===== src/rtl/sclr_pkg.sv =====
// Constants for the serial clock selection and receive path.
// Assumes a 32-bit APB slave port and one 50 MHz system clock.
`default_nettype none

package sclr_pkg;

    // Register byte offsets
    localparam logic [7:0] SCLR_OFS_CTRL = 8'h00;
    localparam logic [7:0] SCLR_OFS_DIV = 8'h04;
    localparam logic [7:0] SCLR_OFS_DATA = 8'h08;
    localparam logic [7:0] SCLR_OFS_STAT = 8'h0C;

    // Control register fields
    localparam int SCLR_CTRL_RXEN = 0;
    localparam int SCLR_CTRL_IOMODE = 1;
    localparam int SCLR_CTRL_SRC_LO = 2;
    localparam int SCLR_CTRL_DIR = 4;
    localparam int SCLR_CTRL_EDGE = 5;
    localparam int SCLR_CTRL_CHAR8 = 6;
    localparam int SCLR_CTRL_FDX = 7;
    localparam int SCLR_CTRL_PRE_LO = 8;
    localparam int SCLR_CTRL_W = 10;
    localparam logic [9:0] SCLR_CTRL_RST = 10'h040;

    // Divider register fields
    localparam int SCLR_DIV_N_LO = 0;
    localparam int SCLR_DIV_K_LO = 4;
    localparam int SCLR_DIV_FRAC = 8;
    localparam int SCLR_DIV_W = 9;
    localparam logic [8:0] SCLR_DIV_RST = 9'h001;

    // Status register fields
    localparam int SCLR_STAT_FULL = 0;
    localparam int SCLR_STAT_OVR = 1;
    localparam int SCLR_STAT_BUSY = 2;

    // UART source select codes
    localparam logic [1:0] SCLR_SRC_BRG = 2'h0;
    localparam logic [1:0] SCLR_SRC_HALF = 2'h1;
    localparam logic [1:0] SCLR_SRC_TMR = 2'h2;
    localparam logic [1:0] SCLR_SRC_PIN = 2'h3;

    // Oversampling: 16 base clocks per bit, votes on 7th to 9th
    localparam logic [3:0] SCLR_SMP_FIRST = 4'h6;
    localparam logic [3:0] SCLR_SMP_MID = 4'h7;
    localparam logic [3:0] SCLR_SMP_LAST = 4'h8;
    localparam logic [3:0] SCLR_BIT_END = 4'hF;
    localparam logic [4:0] SCLR_FRAC_ONE = 5'h10;
    localparam logic [3:0] SCLR_IO_BITS = 4'h8;
    localparam logic [3:0] SCLR_LEN7 = 4'h7;

    // UART receive states
    typedef enum logic [1:0] {
        SCLR_RX_IDLE,
        SCLR_RX_START,
        SCLR_RX_DATA,
        SCLR_RX_STOP
    } sclr_rx_state_t;

endpackage

`default_nettype wire


===== src/rtl/sclr_top.sv =====
// Serial clock generation and receive path with a double receive buffer.
// Assumes an APB master on mclk, prescaler tap and timer trigger pulses
// on mclk, and asynchronous serial pins.
//
// Operation
// - External clock UART: bit rate is clock/16
// - I/O external clock: one bit per cycle
// - Timer trigger never a source in I/O
// - Timer rate: input/(compare x 2 x 16)
// - I/O output clock: halve divider output
// - I/O input clock: pin clock, chosen edge
// - UART base clock from four-way select
// - Four-bit counter spans 16 clocks per bit
// - Vote on 7th, 8th and 9th clocks
// - Sampling starts only after valid start
// - Driven clock: sample on rising edge
// - Input clock: sample on selected edge
// - Full character moves to buffer two, interrupt
// - I/O double buffering only in full duplex
// - Integer divide by N, 1 to 16
// - Fractional divide N plus (16-K)/16
//
// Register access over APB and the placing of the registers were left to the implementer.
`default_nettype none

module sclr_top
    import sclr_pkg::*;
(
    input wire logic mclk,
    input wire logic rst_n,
    input wire logic psel,
    input wire logic penable,
    input wire logic pwrite,
    input wire logic [7:0] paddr,
    input wire logic [31:0] pwdata,
    output logic [31:0] prdata,
    output logic pready,
    output logic pslverr,
    input wire logic [3:0] prescaler_tap,
    input wire logic timer_trigger,
    input wire logic serial_clock_pin_i,
    output logic serial_clock_pin_o,
    output logic serial_clock_pin_oe,
    input wire logic receive_data_pin,
    output logic receive_done_interrupt
);
    import sclr_pkg::*;

    // Two-of-three majority vote
    function automatic logic maj3(input logic a, input logic b,
                                  input logic c);
        maj3 = (a & b) | (a & c) | (b & c);
    endfunction

    // Software visible registers
    logic [SCLR_CTRL_W-1:0] ctrl_q;
    logic [SCLR_DIV_W-1:0] div_q;
    logic [7:0] rx_buf_two_q;
    logic full_q;
    logic ovr_q;
    logic [31:0] prdata_q;

    // Control and divider field views
    wire rx_en = ctrl_q[SCLR_CTRL_RXEN];
    wire io_mode = ctrl_q[SCLR_CTRL_IOMODE];
    wire [1:0] serial_clock_source_select =
        ctrl_q[SCLR_CTRL_SRC_LO +: 2];
    wire clock_pin_direction = ctrl_q[SCLR_CTRL_DIR];
    wire clock_edge_select = ctrl_q[SCLR_CTRL_EDGE];
    wire char8 = ctrl_q[SCLR_CTRL_CHAR8];
    wire full_duplex = ctrl_q[SCLR_CTRL_FDX];
    wire [1:0] prescaler_clock_select = ctrl_q[SCLR_CTRL_PRE_LO +: 2];
    wire [3:0] integer_divisor = div_q[SCLR_DIV_N_LO +: 4];
    wire [3:0] fraction_value = div_q[SCLR_DIV_K_LO +: 4];
    wire fractional_divide_enable = div_q[SCLR_DIV_FRAC];

    // APB decode
    wire setup_ph = psel & ~penable;
    wire access_ph = psel & penable;
    wire hit_ctrl = (paddr == SCLR_OFS_CTRL);
    wire hit_div = (paddr == SCLR_OFS_DIV);
    wire hit_data = (paddr == SCLR_OFS_DATA);
    wire hit_stat = (paddr == SCLR_OFS_STAT);
    wire hit_any = hit_ctrl | hit_div | hit_data | hit_stat;
    wire wr_ctrl = access_ph & pwrite & hit_ctrl;
    wire wr_div = access_ph & pwrite & hit_div;
    wire rd_data = access_ph & ~pwrite & hit_data;

    // Slave always answers in the first access cycle
    assign pready = penable;
    assign pslverr = access_ph & ~hit_any;
    assign prdata = prdata_q;

    // Pin synchronisers
    logic sck_s1_q;
    logic sck_s2_q;
    logic sck_s3_q;
    logic rxd_s1_q;
    logic rxd_s2_q;

    // Two flops per pin, third flop only for edge finding
    always_ff @(posedge mclk or negedge rst_n) begin
        if (!rst_n) begin
            sck_s1_q <= 1'b1;
            sck_s2_q <= 1'b1;
            sck_s3_q <= 1'b1;
            rxd_s1_q <= 1'b1;
            rxd_s2_q <= 1'b1;
        end else begin
            sck_s1_q <= serial_clock_pin_i;
            sck_s2_q <= sck_s1_q;
            sck_s3_q <= sck_s2_q;
            rxd_s1_q <= receive_data_pin;
            rxd_s2_q <= rxd_s1_q;
        end
    end

    // Edges of the synchronised clock pin
    wire pin_rise = sck_s2_q & ~sck_s3_q;
    wire pin_fall = ~sck_s2_q & sck_s3_q;
    wire rxd = rxd_s2_q;

    // Divider input: one of four prescaler tap pulses
    wire tap_en = prescaler_tap[prescaler_clock_select];

    // Divider state
    logic [3:0] div_cnt_q;
    logic [3:0] frac_acc_q;
    logic extra_q;
    logic brg_tick;

    // Fraction honoured only in UART mode
    wire frac_on = fractional_divide_enable & ~io_mode;
    // Zero in the divisor field means 16
    wire [4:0] n_full = (integer_divisor == 4'h0) ?
        SCLR_FRAC_ONE : {1'b0, integer_divisor};
    // Period grows by one whenever the fraction overflows
    wire [4:0] period = n_full + {4'h0, extra_q & frac_on};
    wire [4:0] frac_sum = {1'b0, frac_acc_q} +
        (SCLR_FRAC_ONE - {1'b0, fraction_value});
    wire div_wrap = tap_en & ({1'b0, div_cnt_q} == period - 5'h01);
    assign brg_tick = div_wrap;

    // Counts tap pulses, carries fraction between periods
    always_ff @(posedge mclk or negedge rst_n) begin
        if (!rst_n) begin
            div_cnt_q <= 4'h0;
            frac_acc_q <= 4'h0;
            extra_q <= 1'b0;
        end else if (div_wrap) begin
            div_cnt_q <= 4'h0;
            frac_acc_q <= frac_on ? frac_sum[3:0] : 4'h0;
            extra_q <= frac_on & frac_sum[4];
        end else if (tap_en) begin
            div_cnt_q <= div_cnt_q + 4'h1;
        end
    end

    // Half system clock and halved timer trigger
    logic half_q;
    logic tmr_tgl_q;

    // Timer trigger halved before the 16x oversampling
    always_ff @(posedge mclk or negedge rst_n) begin
        if (!rst_n) begin
            half_q <= 1'b0;
            tmr_tgl_q <= 1'b0;
        end else begin
            half_q <= ~half_q;
            if (timer_trigger) begin
                tmr_tgl_q <= ~tmr_tgl_q;
            end
        end
    end
    wire tmr_tick = timer_trigger & tmr_tgl_q;

    // UART base clock select; external pin feeds the x16 count
    logic uart_base;
    always_comb begin
        unique case (serial_clock_source_select)
            SCLR_SRC_BRG: uart_base = brg_tick;
            SCLR_SRC_HALF: uart_base = half_q;
            SCLR_SRC_TMR: uart_base = tmr_tick;
            SCLR_SRC_PIN: uart_base = pin_rise;
        endcase
    end
    // Source select is not consulted in I/O mode
    wire serial_base_clock = rx_en & ~io_mode & uart_base;

    // I/O mode shift clock and receive shifter
    logic sck_out_q;
    logic [3:0] io_bits_q;
    // Half duplex waits for buffer two to be read
    wire io_hold = ~full_duplex & full_q;
    wire io_drive = rx_en & io_mode & ~clock_pin_direction;
    // Output clock toggles on each divider tick
    wire io_tgl = io_drive & ~io_hold & brg_tick;
    // Own clock: sample at its rising edge
    wire io_own_smp = io_tgl & ~sck_out_q;
    // Pin clock: sample at the chosen edge
    wire io_pin_smp = rx_en & io_mode & clock_pin_direction & ~io_hold &
        (clock_edge_select ? pin_fall : pin_rise);
    // One received bit per shift clock cycle
    wire io_smp = io_own_smp | io_pin_smp;

    // Driven clock idles high
    always_ff @(posedge mclk or negedge rst_n) begin
        if (!rst_n) begin
            sck_out_q <= 1'b1;
        end else if (!io_drive) begin
            sck_out_q <= 1'b1;
        end else if (io_tgl) begin
            sck_out_q <= ~sck_out_q;
        end
    end
    assign serial_clock_pin_o = sck_out_q;
    assign serial_clock_pin_oe = io_drive;

    // UART receive sequencer
    sclr_rx_state_t st_q;
    logic [3:0] tick_q;
    logic [1:0] smp_q;
    logic [3:0] bit_q;
    logic [7:0] rx_buf_one_q;

    // Vote taken on the third sample
    wire vote = maj3(smp_q[0], smp_q[1], rxd);
    wire at_vote = serial_base_clock & (tick_q == SCLR_SMP_LAST);
    wire at_end = serial_base_clock & (tick_q == SCLR_BIT_END);
    wire [3:0] char_len = char8 ? SCLR_IO_BITS : SCLR_LEN7;

    // Character complete in either mode
    wire uart_done = at_vote & (st_q == SCLR_RX_STOP);
    wire io_done = io_smp & (io_bits_q == SCLR_IO_BITS - 4'h1);
    wire load = uart_done | io_done;
    wire [7:0] io_next = {rxd, rx_buf_one_q[7:1]};
    // Seven-bit characters sit one place high in the shifter
    wire [7:0] load_val = io_done ? io_next :
        (char8 ? rx_buf_one_q : {1'b0, rx_buf_one_q[7:1]});

    // Four-bit counter wraps every 16 base clocks
    always_ff @(posedge mclk or negedge rst_n) begin
        if (!rst_n) begin
            tick_q <= 4'h0;
        end else if (st_q == SCLR_RX_IDLE) begin
            // Counter held at zero until a start edge
            tick_q <= 4'h0;
        end else if (serial_base_clock) begin
            tick_q <= tick_q + 4'h1;
        end
    end

    // First two of the three samples
    always_ff @(posedge mclk or negedge rst_n) begin
        if (!rst_n) begin
            smp_q <= 2'h0;
        end else if (serial_base_clock && tick_q == SCLR_SMP_FIRST) begin
            smp_q[0] <= rxd;
        end else if (serial_base_clock && tick_q == SCLR_SMP_MID) begin
            smp_q[1] <= rxd;
        end
    end

    // State walk from start bit to stop bit
    always_ff @(posedge mclk or negedge rst_n) begin
        if (!rst_n) begin
            st_q <= SCLR_RX_IDLE;
            bit_q <= 4'h0;
        end else if (!rx_en || io_mode) begin
            st_q <= SCLR_RX_IDLE;
            bit_q <= 4'h0;
        end else begin
            unique case (st_q)
                SCLR_RX_IDLE: begin
                    // Low line on a base clock opens a start bit
                    if (serial_base_clock && !rxd) begin
                        st_q <= SCLR_RX_START;
                    end
                    bit_q <= 4'h0;
                end
                SCLR_RX_START: begin
                    // Voted high start is a glitch
                    if (at_vote && vote) begin
                        st_q <= SCLR_RX_IDLE;
                    end else if (at_end) begin
                        st_q <= SCLR_RX_DATA;
                    end
                end
                SCLR_RX_DATA: begin
                    if (at_vote) begin
                        bit_q <= bit_q + 4'h1;
                    end
                    if (at_end && bit_q == char_len) begin
                        st_q <= SCLR_RX_STOP;
                    end
                end
                SCLR_RX_STOP: begin
                    // Hand over at mid stop bit, then hunt again
                    if (at_vote) begin
                        st_q <= SCLR_RX_IDLE;
                    end
                end
            endcase
        end
    end

    // Buffer one: shifts LSB first in both modes
    always_ff @(posedge mclk or negedge rst_n) begin
        if (!rst_n) begin
            rx_buf_one_q <= 8'h00;
        end else if (io_smp) begin
            rx_buf_one_q <= io_next;
        end else if (at_vote && st_q == SCLR_RX_DATA) begin
            rx_buf_one_q <= {vote, rx_buf_one_q[7:1]};
        end
    end

    // I/O bit counter
    always_ff @(posedge mclk or negedge rst_n) begin
        if (!rst_n) begin
            io_bits_q <= 4'h0;
        end else if (!io_mode || !rx_en || io_done) begin
            io_bits_q <= 4'h0;
        end else if (io_smp) begin
            io_bits_q <= io_bits_q + 4'h1;
        end
    end

    // Transfer to buffer two; overrun keeps the old character
    always_ff @(posedge mclk or negedge rst_n) begin
        if (!rst_n) begin
            rx_buf_two_q <= 8'h00;
            full_q <= 1'b0;
            ovr_q <= 1'b0;
            receive_done_interrupt <= 1'b0;
        end else begin
            receive_done_interrupt <= load & ~full_q;
            if (load && !full_q) begin
                rx_buf_two_q <= load_val;
            end
            // A new character beats a read in the same cycle
            if (load) begin
                full_q <= 1'b1;
            end else if (rd_data) begin
                full_q <= 1'b0;
            end
            if (load && full_q) begin
                ovr_q <= 1'b1;
            end else if (rd_data) begin
                ovr_q <= 1'b0;
            end
        end
    end

    // Configuration writes
    always_ff @(posedge mclk or negedge rst_n) begin
        if (!rst_n) begin
            ctrl_q <= SCLR_CTRL_RST;
            div_q <= SCLR_DIV_RST;
        end else begin
            if (wr_ctrl) begin
                ctrl_q <= pwdata[SCLR_CTRL_W-1:0];
            end
            if (wr_div) begin
                div_q <= pwdata[SCLR_DIV_W-1:0];
            end
        end
    end

    // Status word
    wire busy = (st_q != SCLR_RX_IDLE) | (io_bits_q != 4'h0);
    wire [31:0] stat_word = {29'h0, busy, ovr_q, full_q};

    // Read data captured in the setup cycle
    always_ff @(posedge mclk or negedge rst_n) begin
        if (!rst_n) begin
            prdata_q <= 32'h0;
        end else if (setup_ph && !pwrite) begin
            prdata_q <= hit_ctrl ? {22'h0, ctrl_q} :
                hit_div ? {23'h0, div_q} :
                hit_data ? {24'h0, rx_buf_two_q} :
                hit_stat ? stat_word : 32'h0;
        end
    end

endmodule

`default_nettype wire


===== config.mk =====
export PLATFORM = sky130hd
export DESIGN_NAME = sclr_top
export DESIGN_NICKNAME = d
export VERILOG_FILES = /design/src/rtl/sclr_pkg.sv /design/src/rtl/sclr_top.sv
export SDC_FILE = /design/constraint.sdc
export NUM_CORES = 1
export LEC_CHECK = 0
export BUFFER_PORTS_ARGS = -buffer_cell sky130_fd_sc_hd__buf_2
export CAP_MARGIN = 20
export CORE_AREA = 2 2 101 122
export CTS_CLUSTER_SIZE = 8
export DETAILED_ROUTE_END_ITERATION = 16
export DIE_AREA = 0 0 103 124
export PLACE_DENSITY_LB_ADDON = 0.05
export SYNTH_ARGS = -nofsm -noshare
export SYNTH_HDL_FRONTEND = slang
export SYNTH_SLANG_ARGS = --single-unit

===== constraint.sdc =====
create_clock -name mclk -period 2.7 [get_ports mclk]
set_input_delay 0.54 -clock mclk [delete_from_list [all_inputs] [get_ports mclk]]
set_output_delay 0.54 -clock mclk [all_outputs]
set_load 0.005 [all_outputs]

### Word-level counts from Yosys, hierarchy flattened

Index checks and enable logic that the tools add are counted.

* bits of input ports: 52
* flip-flop bits (word level): 103
* word-level logic and storage cells: 181

* equal/unequal tests: 22
* multiplexer cells: 36
* bitwise operators: 56
* add/subtract/negate cells: 8
* reductions and logical operators: 33
* $lt $le $gt $ge: 1

Operators with widths (number)
* $mux W4: 10
* $mux W8: 5
* $and A1 B1 Y1: 34
* $add A4 B1 Y4 const B: 4
* $eq A8 B4 Y1 const B: 2
* $not A1 Y1: 14
* $reduce_bool A2 Y1: 7
* $eq A4 B3 Y1 const B: 3
* $mux W2: 6
* $mux W10: 1
* $logic_and A1 B1 Y1: 9
* $mux W9: 1
* $eq A2 B2 Y1 const B: 4
* $eq A4 B4 Y1 const B: 2
* $eq A8 B3 Y1 const B: 1
* $logic_not A8 Y1: 1
* $or A1 B1 Y1: 8
* $pmux W2 S4: 1
* $pmux W4 S2: 1
* $mux W1: 7
* $ne A3 B3 Y1 const B: 2
* $add A4 B5 Y5: 1
* $add A5 B1 Y5: 1
* $eq A4 B5 Y1: 1
* other kinds (21): 30

### Longest topological paths before layout

Gate-level depths: netlist of run 1.

* depth in word-level cells: 14
* depth in mapped cells: 12

### Worst setup path before layout of run 1

No wires, ideal clock.

* kind: flip-flop to flip-flop
* start: reg ctrl_q[1]
* end: reg smp_q[1]
* arrival: 2.473 ns
* cell stages (with the launch flop): 12
* library setup time: 0.125 ns
* buffers on the path: 1
* path slack: 0.102 ns
* data required time: 2.575 ns
* cells stage by stage: dfrtp_1 nor2b_1 nand2_1 ha_1 ha_1 nand2b_1 o311a_1 o2111ai_2 buf_6 o31a_4 nor4_1 mux2_2

* longest elaborated chain between the ends: 12
* elaborated cells on any way between the ends: 14
* those cells by class: add/sub (2); eq/ne (1); mux (1); bitwise (7); reduce/logical (3)

Ends and longest elaborated chain
* start: declaration: RTL line sclr_top.sv:56 `logic [SCLR_CTRL_W-1:0] ctrl_q;`
* start signal: assignment: RTL line sclr_top.sv:362 `ctrl_q <= pwdata[SCLR_CTRL_W-1:0];`
* $not A1 Y1 *: RTL line sclr_top.sv:133, sclr_top.sv:188
* $and A1 B1 Y1: RTL line sclr_top.sv:133 `wire frac_on = fractional_divide_enable & ~io_mode;`
* $and A1 B1 Y1: RTL line sclr_top.sv:138 `wire [4:0] period = n_full + {4'h0, extra_q & frac_on};`
* $add A5 B1 Y5: RTL line sclr_top.sv:138
* $sub A5 B1 Y5: RTL line sclr_top.sv:141 `wire div_wrap = tap_en & ({1'b0, div_cnt_q} == period - 5'h01);`
* $eq A4 B5 Y1: RTL line sclr_top.sv:141
* $and A1 B1 Y1: RTL line sclr_top.sv:141
* $pmux W1 S4: RTL line sclr_top.sv:180 `unique case (serial_clock_source_select)`
* $and A1 B1 Y1 *: RTL line sclr_top.sv:188 `wire serial_base_clock = rx_en & ~io_mode & uart_base;`
* $logic_and A1 B1 Y1: RTL line sclr_top.sv:257 `end else if (serial_base_clock && tick_q == SCLR_SMP_FIRST) begin`
* $not A1 Y1 (no line)
* $reduce_and A2 Y1 (no line) *
* end signal: assignment: RTL line sclr_top.sv:260 `smp_q[1] <= rxd;`
* end: declaration: RTL line sclr_top.sv:222 `logic [1:0] smp_q;`

Every way passes the cells marked *; elsewhere a longest branch is shown, timed or not.
A chain may end at the register's enable or synchronous reset.

### Worst setup path in the final report of run 1

* start: reg div_q[8]
* end: reg tick_q[3]

* longest elaborated chain between the ends: 9

Ends and longest elaborated chain
* start: declaration: RTL line sclr_top.sv:57 `logic [SCLR_DIV_W-1:0] div_q;`
* start signal: assignment: RTL line sclr_top.sv:365 `div_q <= pwdata[SCLR_DIV_W-1:0];`
* $and A1 B1 Y1: RTL line sclr_top.sv:133
* $and A1 B1 Y1: RTL line sclr_top.sv:138
* $add A5 B1 Y5: RTL line sclr_top.sv:138
* $sub A5 B1 Y5: RTL line sclr_top.sv:141
* $eq A4 B5 Y1: RTL line sclr_top.sv:141
* $and A1 B1 Y1: RTL line sclr_top.sv:141
* $pmux W1 S4: RTL line sclr_top.sv:180
* $and A1 B1 Y1: RTL line sclr_top.sv:188
* $reduce_bool A2 Y1 (no line)
* end signal: assignment: RTL line sclr_top.sv:249 `tick_q <= tick_q + 4'h1;`
* end: declaration: RTL line sclr_top.sv:221 `logic [3:0] tick_q;`

No other way between the ends.

==> results of run 1 <==
[cells in the mapped netlist (3+ instances only)]
cell type	n	area share (%)
clkbuf_1	6	0.49
a22o_1	4	0.77
mux2_4	7	2.3
nor4_1	5	0.69
nor2_1	26	2.1
dfstp_2	8	4.6
a21oi_1	18	2.0
o311a_1	3	0.66
o211ai_1	3	0.49
nand2b_1	5	0.69
or3_1	6	0.82
ha_1	13	3.6
xnor2_1	4	0.77
mux2_2	16	4.0
nor2b_1	5	0.69
inv_1	24	2.0
nand4_1	6	0.82
o21ai_0	21	2.3
nand3b_1	4	0.66
nor3b_1	4	0.66
buf_4	25	4.1
dfrtp_1	73	40
a21o_1	5	0.82
nand2_1	45	3.7
nor3_1	11	1.2
o31ai_1	6	0.99
o221ai_1	7	1.3
or2_2	3	0.41
nand3_1	10	1.1
o21a_1	3	0.49
mux2i_1	17	3.7
xor2_1	7	1.3
mux4_2	4	2.0
or4_1	3	0.49
[state kept, by name, summed over array words and instances, names as in the netlist, 2 cells and up]
register      cells
div_cnt_q         4
prdata           10
rx_buf_two_q      8
frac_acc_q        4
st_q              2
smp_q             2
rx_buf_one_q      8
bit_q             4
io_bits_q         4
div_q             9
tick_q            4
ctrl_q           10
[metal layers]
| metal | up-vias | global-route usage [%] | share of wire (%) |
|---|---|---|---|
| met5 | - | 0 | 0 |
| met4 | 0 | 8.06 | 2.3 |
| met3 | 18 | 3.03 | 2.3 |
| met2 | 54 | 29.3 | 50 |
| met1 | 1735 | 23.8 | 45 |
| li1 | 1692 | - | - |
[power breakdown]
| group | switching [mW] | internal [mW] |
|---|---|---|
| Sequential | 0.0499 | 1.27 |
| Clock | 0.487 | 0.857 |
| Combinational | 0.208 | 0.181 |
[worst reg2reg max path, cell delays in order (launching register included)]
cell	delay, ns
dfrtp_1	0.39
nor2b_4	0.18
nand2_2	0.08
ha_4	0.17
ha_4	0.17
nand2b_1	0.07
o311a_1	0.22
o2111ai_4	0.25
o31a_4	0.45
buf_4	0.17
or3_1	0.34
a21oi_1	0.13
[cell usage in the layout (no fill, tap or decap), types with 4 or more instances in the layout]
cell type   n
dfstp_2     8
nor2b_1     4
o221ai_2    6
nor3_1     11
o21ai_0    21
nand3_1    10
buf_6       5
inv_1      24
nand4_1     6
or3_1       6
mux2_4      8
nand2b_1    5
clkbuf_16   9
nand2_1    44
xnor2_1     4
buf_2      43
mux2i_1    17
mux4_2      4
nor2_1     26
nor4_1      4
conb_1     22
a21oi_1    16
dfrtp_1    73
a21o_1      5
xor2_1      6
nand3b_1    4
o31ai_1     6
a22o_1      4
buf_4      28
ha_1       11
mux2_2     15
[timing repair]
item	4_1_cts	5_1_grt
gates resized for setup	17	24
pin swaps	5	19
buffers inserted	0	4
endpoints found under the setup margin	38	25
[through the flow]
stage / total power, mW / setup WS [ns] / cells
floorplan: 1.55 / 0.102 / 461
global placement: 1.66 / -0.170 / 659
detailed placement: 1.67 / -0.205 / 659
CTS: 3.06 / 0.000742 / 675
global route: 3.19 / -0.0494 / 679
finish: 3.05 / 0.0175 / 679
[how the worst max path moves through the flow]
| stage | start | end | slack, ns | depth (start not counted) |
|---|---|---|---|---|
| 2_1_floorplan | ctrl_q[1]$_DFFE_PN0P_ | smp_q[1]$_DFFE_PN0P_ | 0.10 | 11 |
| 3_3_place_gp | div_q[8]$_DFFE_PN0P_ | rx_buf_two_q[3]$_DFFE_PN0P_ | -0.17 | 11 |
| 3_5_place_dp | div_q[8]$_DFFE_PN0P_ | io_bits_q[3]$_DFFE_PN0P_ | -0.21 | 11 |
| 4_1_cts | div_q[8]$_DFFE_PN0P_ | rx_buf_one_q[0]$_DFFE_PN0P_ | 0.0007 | 11 |
| 5_1_grt | div_q[8]$_DFFE_PN0P_ | smp_q[1]$_DFFE_PN0P_ | -0.05 | 10 |
| 6_report | div_q[8]$_DFFE_PN0P_ | tick_q[3]$_DFFE_PN0P_ | 0.02 | 11 |
[logic make-up after synthesis]
family          share of synthesized area, %
flops                                   44.7
mux                                     12.0
other cells                           0.0822
compound gates                          14.3
buf+inv                                 7.16
xor+xnor                                2.47
simple gates                            15.4
fa+ha+maj                               4.01
[area by class of cell]
class	instances	area, sq um	area share (%)
flip-flops and latches	81	2040	35.9
clock inverters	5	77.6	1.37
inverters	24	90.1	1.59
clock buffers	11	253	4.45
well taps	157	196	3.46
multi-input cells	322	2480	43.7
repair buffers	79	542	9.54
==> flow_summary.ini, run 1 <==
[run_status]
status = completed

[setup_path]
worstRegToRegCells = 11
setup.worst_path.start_class = flop
cp-end-kind = flop
worst-path-buf-inv = 1
r2r-end = tick_q[3]$_DFFE_PN0P_
slowest_stage = o31a_4
cp_common_cell = ha_4
r2r_start = div_q[8]$_DFFE_PN0P_
crit_arrival_ns = 2.95
crit_type = flop to flop
path_max_fanout = 6
required_ns = 2.97
regToRegSetupSlack_ns = 0.02
path_delay_family = compound AO/OA/AOI/OAI gates
cpPeakStageDelay_ns = 0.45
cp_cell_sequence = nor2b_4, nand2_2, ha_4, ha_4, nand2b_1, o311a_1, o2111ai_4, o31a_4, buf_4, or3_1, a21oi_1

[die]
die_y_um = 124
rows = 43
ioPinCount = 89
initial_utilization_pct = 39.6
die_area_sq_um = 12800
coreArea_sq_um = 11500
die_w_um = 103

[timing]
max_slew.worst_pin.slew_ns = 0.529
max_freq_mhz = 373
slew-limit-headroom_pct = 64.7
hold_viol = 0
finalSetupTns_ns = 0
clock_skew_ns = 0.00622
final-setup-viol-count = 0
hold_ws_ns = 0.142
finalCriticalPeriod_ns = 2.68
finalCritPeriodShare_pct = 99.4
drv_slew = 0
grt_setup_unrepaired = true

[detailed_routing]
num_vias = 3499
wl_um = 11200
route.detailed.drc = 0
ant_nets = 0
firstDrtPassIters = 4
vias_per_cell = 5.15
first_iter_violations = 143
wl_per_cell_um = 16.5

[clocking]
cts.path.max_buffers = 2
hold_buffers = 0
cts_sinks = 81
cts_root_buf = clkbuf_16
cts_tree = done
clk_latency_ns = 0.34
cts_buffers = 9
clk_pin_slew_worst_paths_ns = 0.06
htreeDepth = 3

[final_layout]
drive_gt1_share_pct = 31.6
post-route-util_pct = 49.3
area_growth_pct = 24.6
fill_cells = 1109
stdcell_area_sq_um = 5680
diodes = 0
final_net_count = 583

[min_path]
hold_class = primary input to asynchronous set/reset pin

[power_and_ir_drop]
power_leakage_nw = 2.56
peakVddDrop_v = 0.000431
powerDensity_nw_per_um2 = 537

[synth]
syn-instance-count = 440
yosysSeqAreaShare_pct = 44.7
ys_async_sr_fraction_pct = 100
yosysUniqueCellTypes = 59
synth_warnings = 0
syn_avg_cell_area_sq_um = 10.4
syn-cell-area_sq_um = 4560
synth-edff-count = 0
yosys_register_bits = 81
ys.flop_type = dfrtp_1

[place]
postPlaceCellArea_sq_um = 5090
port-buffer-count = 44
place.gp.congestion = 0.789
hpwlAfterDp_um = 8170

[global_route]
gr-usage-all-layers_pct = 18.1
grt_pass1_vias = 3411
antenna_found_initial = 0
overflow = 0
grt_max_degree = 50
grt_pass1_wl_um = 17400

[flow_run]
maxCapViolCount = 0
Power figures use the tool's default switching activity.
==> run 2, diff against run 1 <==
--- a/config.mk
+++ b/config.mk
@@ -7,10 +7,11 @@
 export LEC_CHECK = 0
 export BUFFER_PORTS_ARGS = -buffer_cell sky130_fd_sc_hd__buf_2
 export CAP_MARGIN = 20
-export CORE_AREA = 2 2 101 122
+export CORE_AREA = 2 2 127 153
 export CTS_CLUSTER_SIZE = 8
 export DETAILED_ROUTE_END_ITERATION = 16
-export DIE_AREA = 0 0 103 124
+export DIE_AREA = 0 0 129 155
+export MAX_ROUTING_LAYER = met4
 export PLACE_DENSITY_LB_ADDON = 0.05
 export SYNTH_ARGS = -nofsm -noshare
 export SYNTH_HDL_FRONTEND = slang
==> flow_summary.ini, run 2 (same netlist as run 1, synthesis figures left out) <==
[place]
place.gp.congestion = 0.738
port-buffer-count = 44
hpwlAfterDp_um = 9460

[detailed_routing]
first_iter_violations = 135
wl_per_cell_um = 16.1
vias_per_cell = 4.42
wl_um = 12600
route.detailed.drc = 0
firstDrtPassIters = 4
ant_nets = 0
num_vias = 3451

[clocking]
htreeDepth = 3
clk_latency_ns = 0.35
cts.path.max_buffers = 2
cts_sinks = 81
cts_buffers = 9
cts_root_buf = clkbuf_16
cts_tree = done
clk_pin_slew_worst_paths_ns = 0.07

[setup_path]
path_max_fanout = 7
cp-end-kind = flop
setup.worst_path.start_class = flop
crit_type = flop to flop
crit_arrival_ns = 2.82
required_ns = 2.94

[global_route]
grt_pass1_wl_um = 20000
grtUsageMet2_pct = 22.5
grt_max_degree = 43
overflow = 0
met3_usage_pct = 2.51
antenna_found_initial = 0
use_met1_pct = 16.9
grt_pass1_vias = 3480
grt_busiest_layer = met2
gr-usage-all-layers_pct = 13.8

[run_status]
status = completed

[timing]
finalSetupTns_ns = 0
final-setup-viol-count = 0
grt_setup_unrepaired = true
max_slew.worst_pin.slew_ns = 0.597
drv_slew = 0
finalCriticalPeriod_ns = 2.58
hold_viol = 0
finalCritPeriodShare_pct = 95.6
max_freq_mhz = 387
slew-limit-headroom_pct = 60.2
clock_skew_ns = 0.00925

[die]
die_w_um = 129
die_y_um = 155
rows = 55
initial_utilization_pct = 24.4
die_area_sq_um = 20000
ioPinCount = 89
coreArea_sq_um = 18600

[power_and_ir_drop]
powerDensity_nw_per_um2 = 552
power_leakage_nw = 2.55
peakVddDrop_v = 0.000255
p_total_mw = 3.18

[final_layout]
final_common_cell = dfrtp_1
final_net_count = 586
fill_cells = 1946
drive_gt1_share_pct = 30.7
diodes = 0
area_growth_pct = 26.5
layout_common_cells = dfrtp_1 (73), nand2_1 (44), buf_2 (43)
post-route-util_pct = 30.9

[min_path]
hold_class = primary input to asynchronous set/reset pin

[flow_run]
maxCapViolCount = 0
[run 2: what timing repair did]
action | 4_1_cts | 5_1_grt
pin swaps | 6 | 6
setup endpoints to repair | 24 | 16
buffers inserted | 0 | 2
hold buffers | 0 | 0
gates resized for setup | 14 | 11
[run 2: critical path, cell delays in order, from the launching register on]
cell,delay [ns]
dfrtp_1,0.40
nor2b_4,0.14
nand2_2,0.07
ha_4,0.14
ha_4,0.13
inv_1,0.04
o311a_1,0.32
o2111ai_4,0.34
buf_6,0.18
o31a_1,0.18
buf_6,0.16
o221ai_2,0.11
mux2_4,0.26
[run 2: final timing paths]
| path | startpoint | endpoint | slack, ns | depth (start not counted) |
|---|---|---|---|---|
| setup / recovery | div_q[8]$_DFFE_PN0P_ | rx_buf_two_q[5]$_DFFE_PN0P_ | 0.12 | 12 |
| hold / removal | rst_n | tick_q[2]$_DFFE_PN0P_ | 0.19 | 1 |
| setup reg to reg | div_q[8]$_DFFE_PN0P_ | rx_buf_two_q[5]$_DFFE_PN0P_ | 0.12 | 12 |
| hold reg to reg | sck_s1_q$_DFF_PN1_ | sck_s2_q$_DFF_PN1_ | 0.36 | 0 |
| max in group asynchronous | rst_n | sck_s3_q$_DFF_PN1_ | 1.82 | 2 |
| min in group mclk | serial_clock_pin_i | sck_s1_q$_DFF_PN1_ | 0.29 | 1 |
[run 2: area by class of cell]
| type | count | area [sq um] | area share (%) |
|---|---|---|---|
| inverter | 24 | 90.1 | 1.56 |
| clock buffer | 10 | 239 | 4.14 |
| sequential | 81 | 2040 | 35.3 |
| clock inverter | 6 | 113 | 1.95 |
| tap | 256 | 320 | 5.55 |
| multi-input combinational | 322 | 2410 | 41.8 |
| timing repair buffer | 82 | 561 | 9.72 |
[run 2: report_power, final]
| group | total (mW) | internal [mW] | switching (mW) |
|---|---|---|---|
| Combinational | 0.374 | 0.164 | 0.210 |
| Sequential | 1.31 | 1.27 | 0.0440 |
| Clock | 1.50 | 0.935 | 0.564 |
[run 2: layer usage]
layer	share of wire [%]	vias to the layer above	wire [um]
met5	0	-	0
met4	1.1	0	133
met3	2.5	9	321
met2	52	56	6510
met1	45	1686	5640
li1	-	1700	-
[run 2: metrics by stage]
step / setup slack (ns) / hold WS [ns] / area, sq um / std cells
after floorplan: 0.102 / 0.244 / 4640 / 461
after CTS: 0.000533 / 0.201 / 5690 / 779
after global routing: -0.0268 / 0.220 / 5770 / 781
after global placement: -0.157 / 0.349 / 5250 / 763
final: 0.119 / 0.190 / 5770 / 781
after detailed placement: -0.190 / 0.351 / 5250 / 763
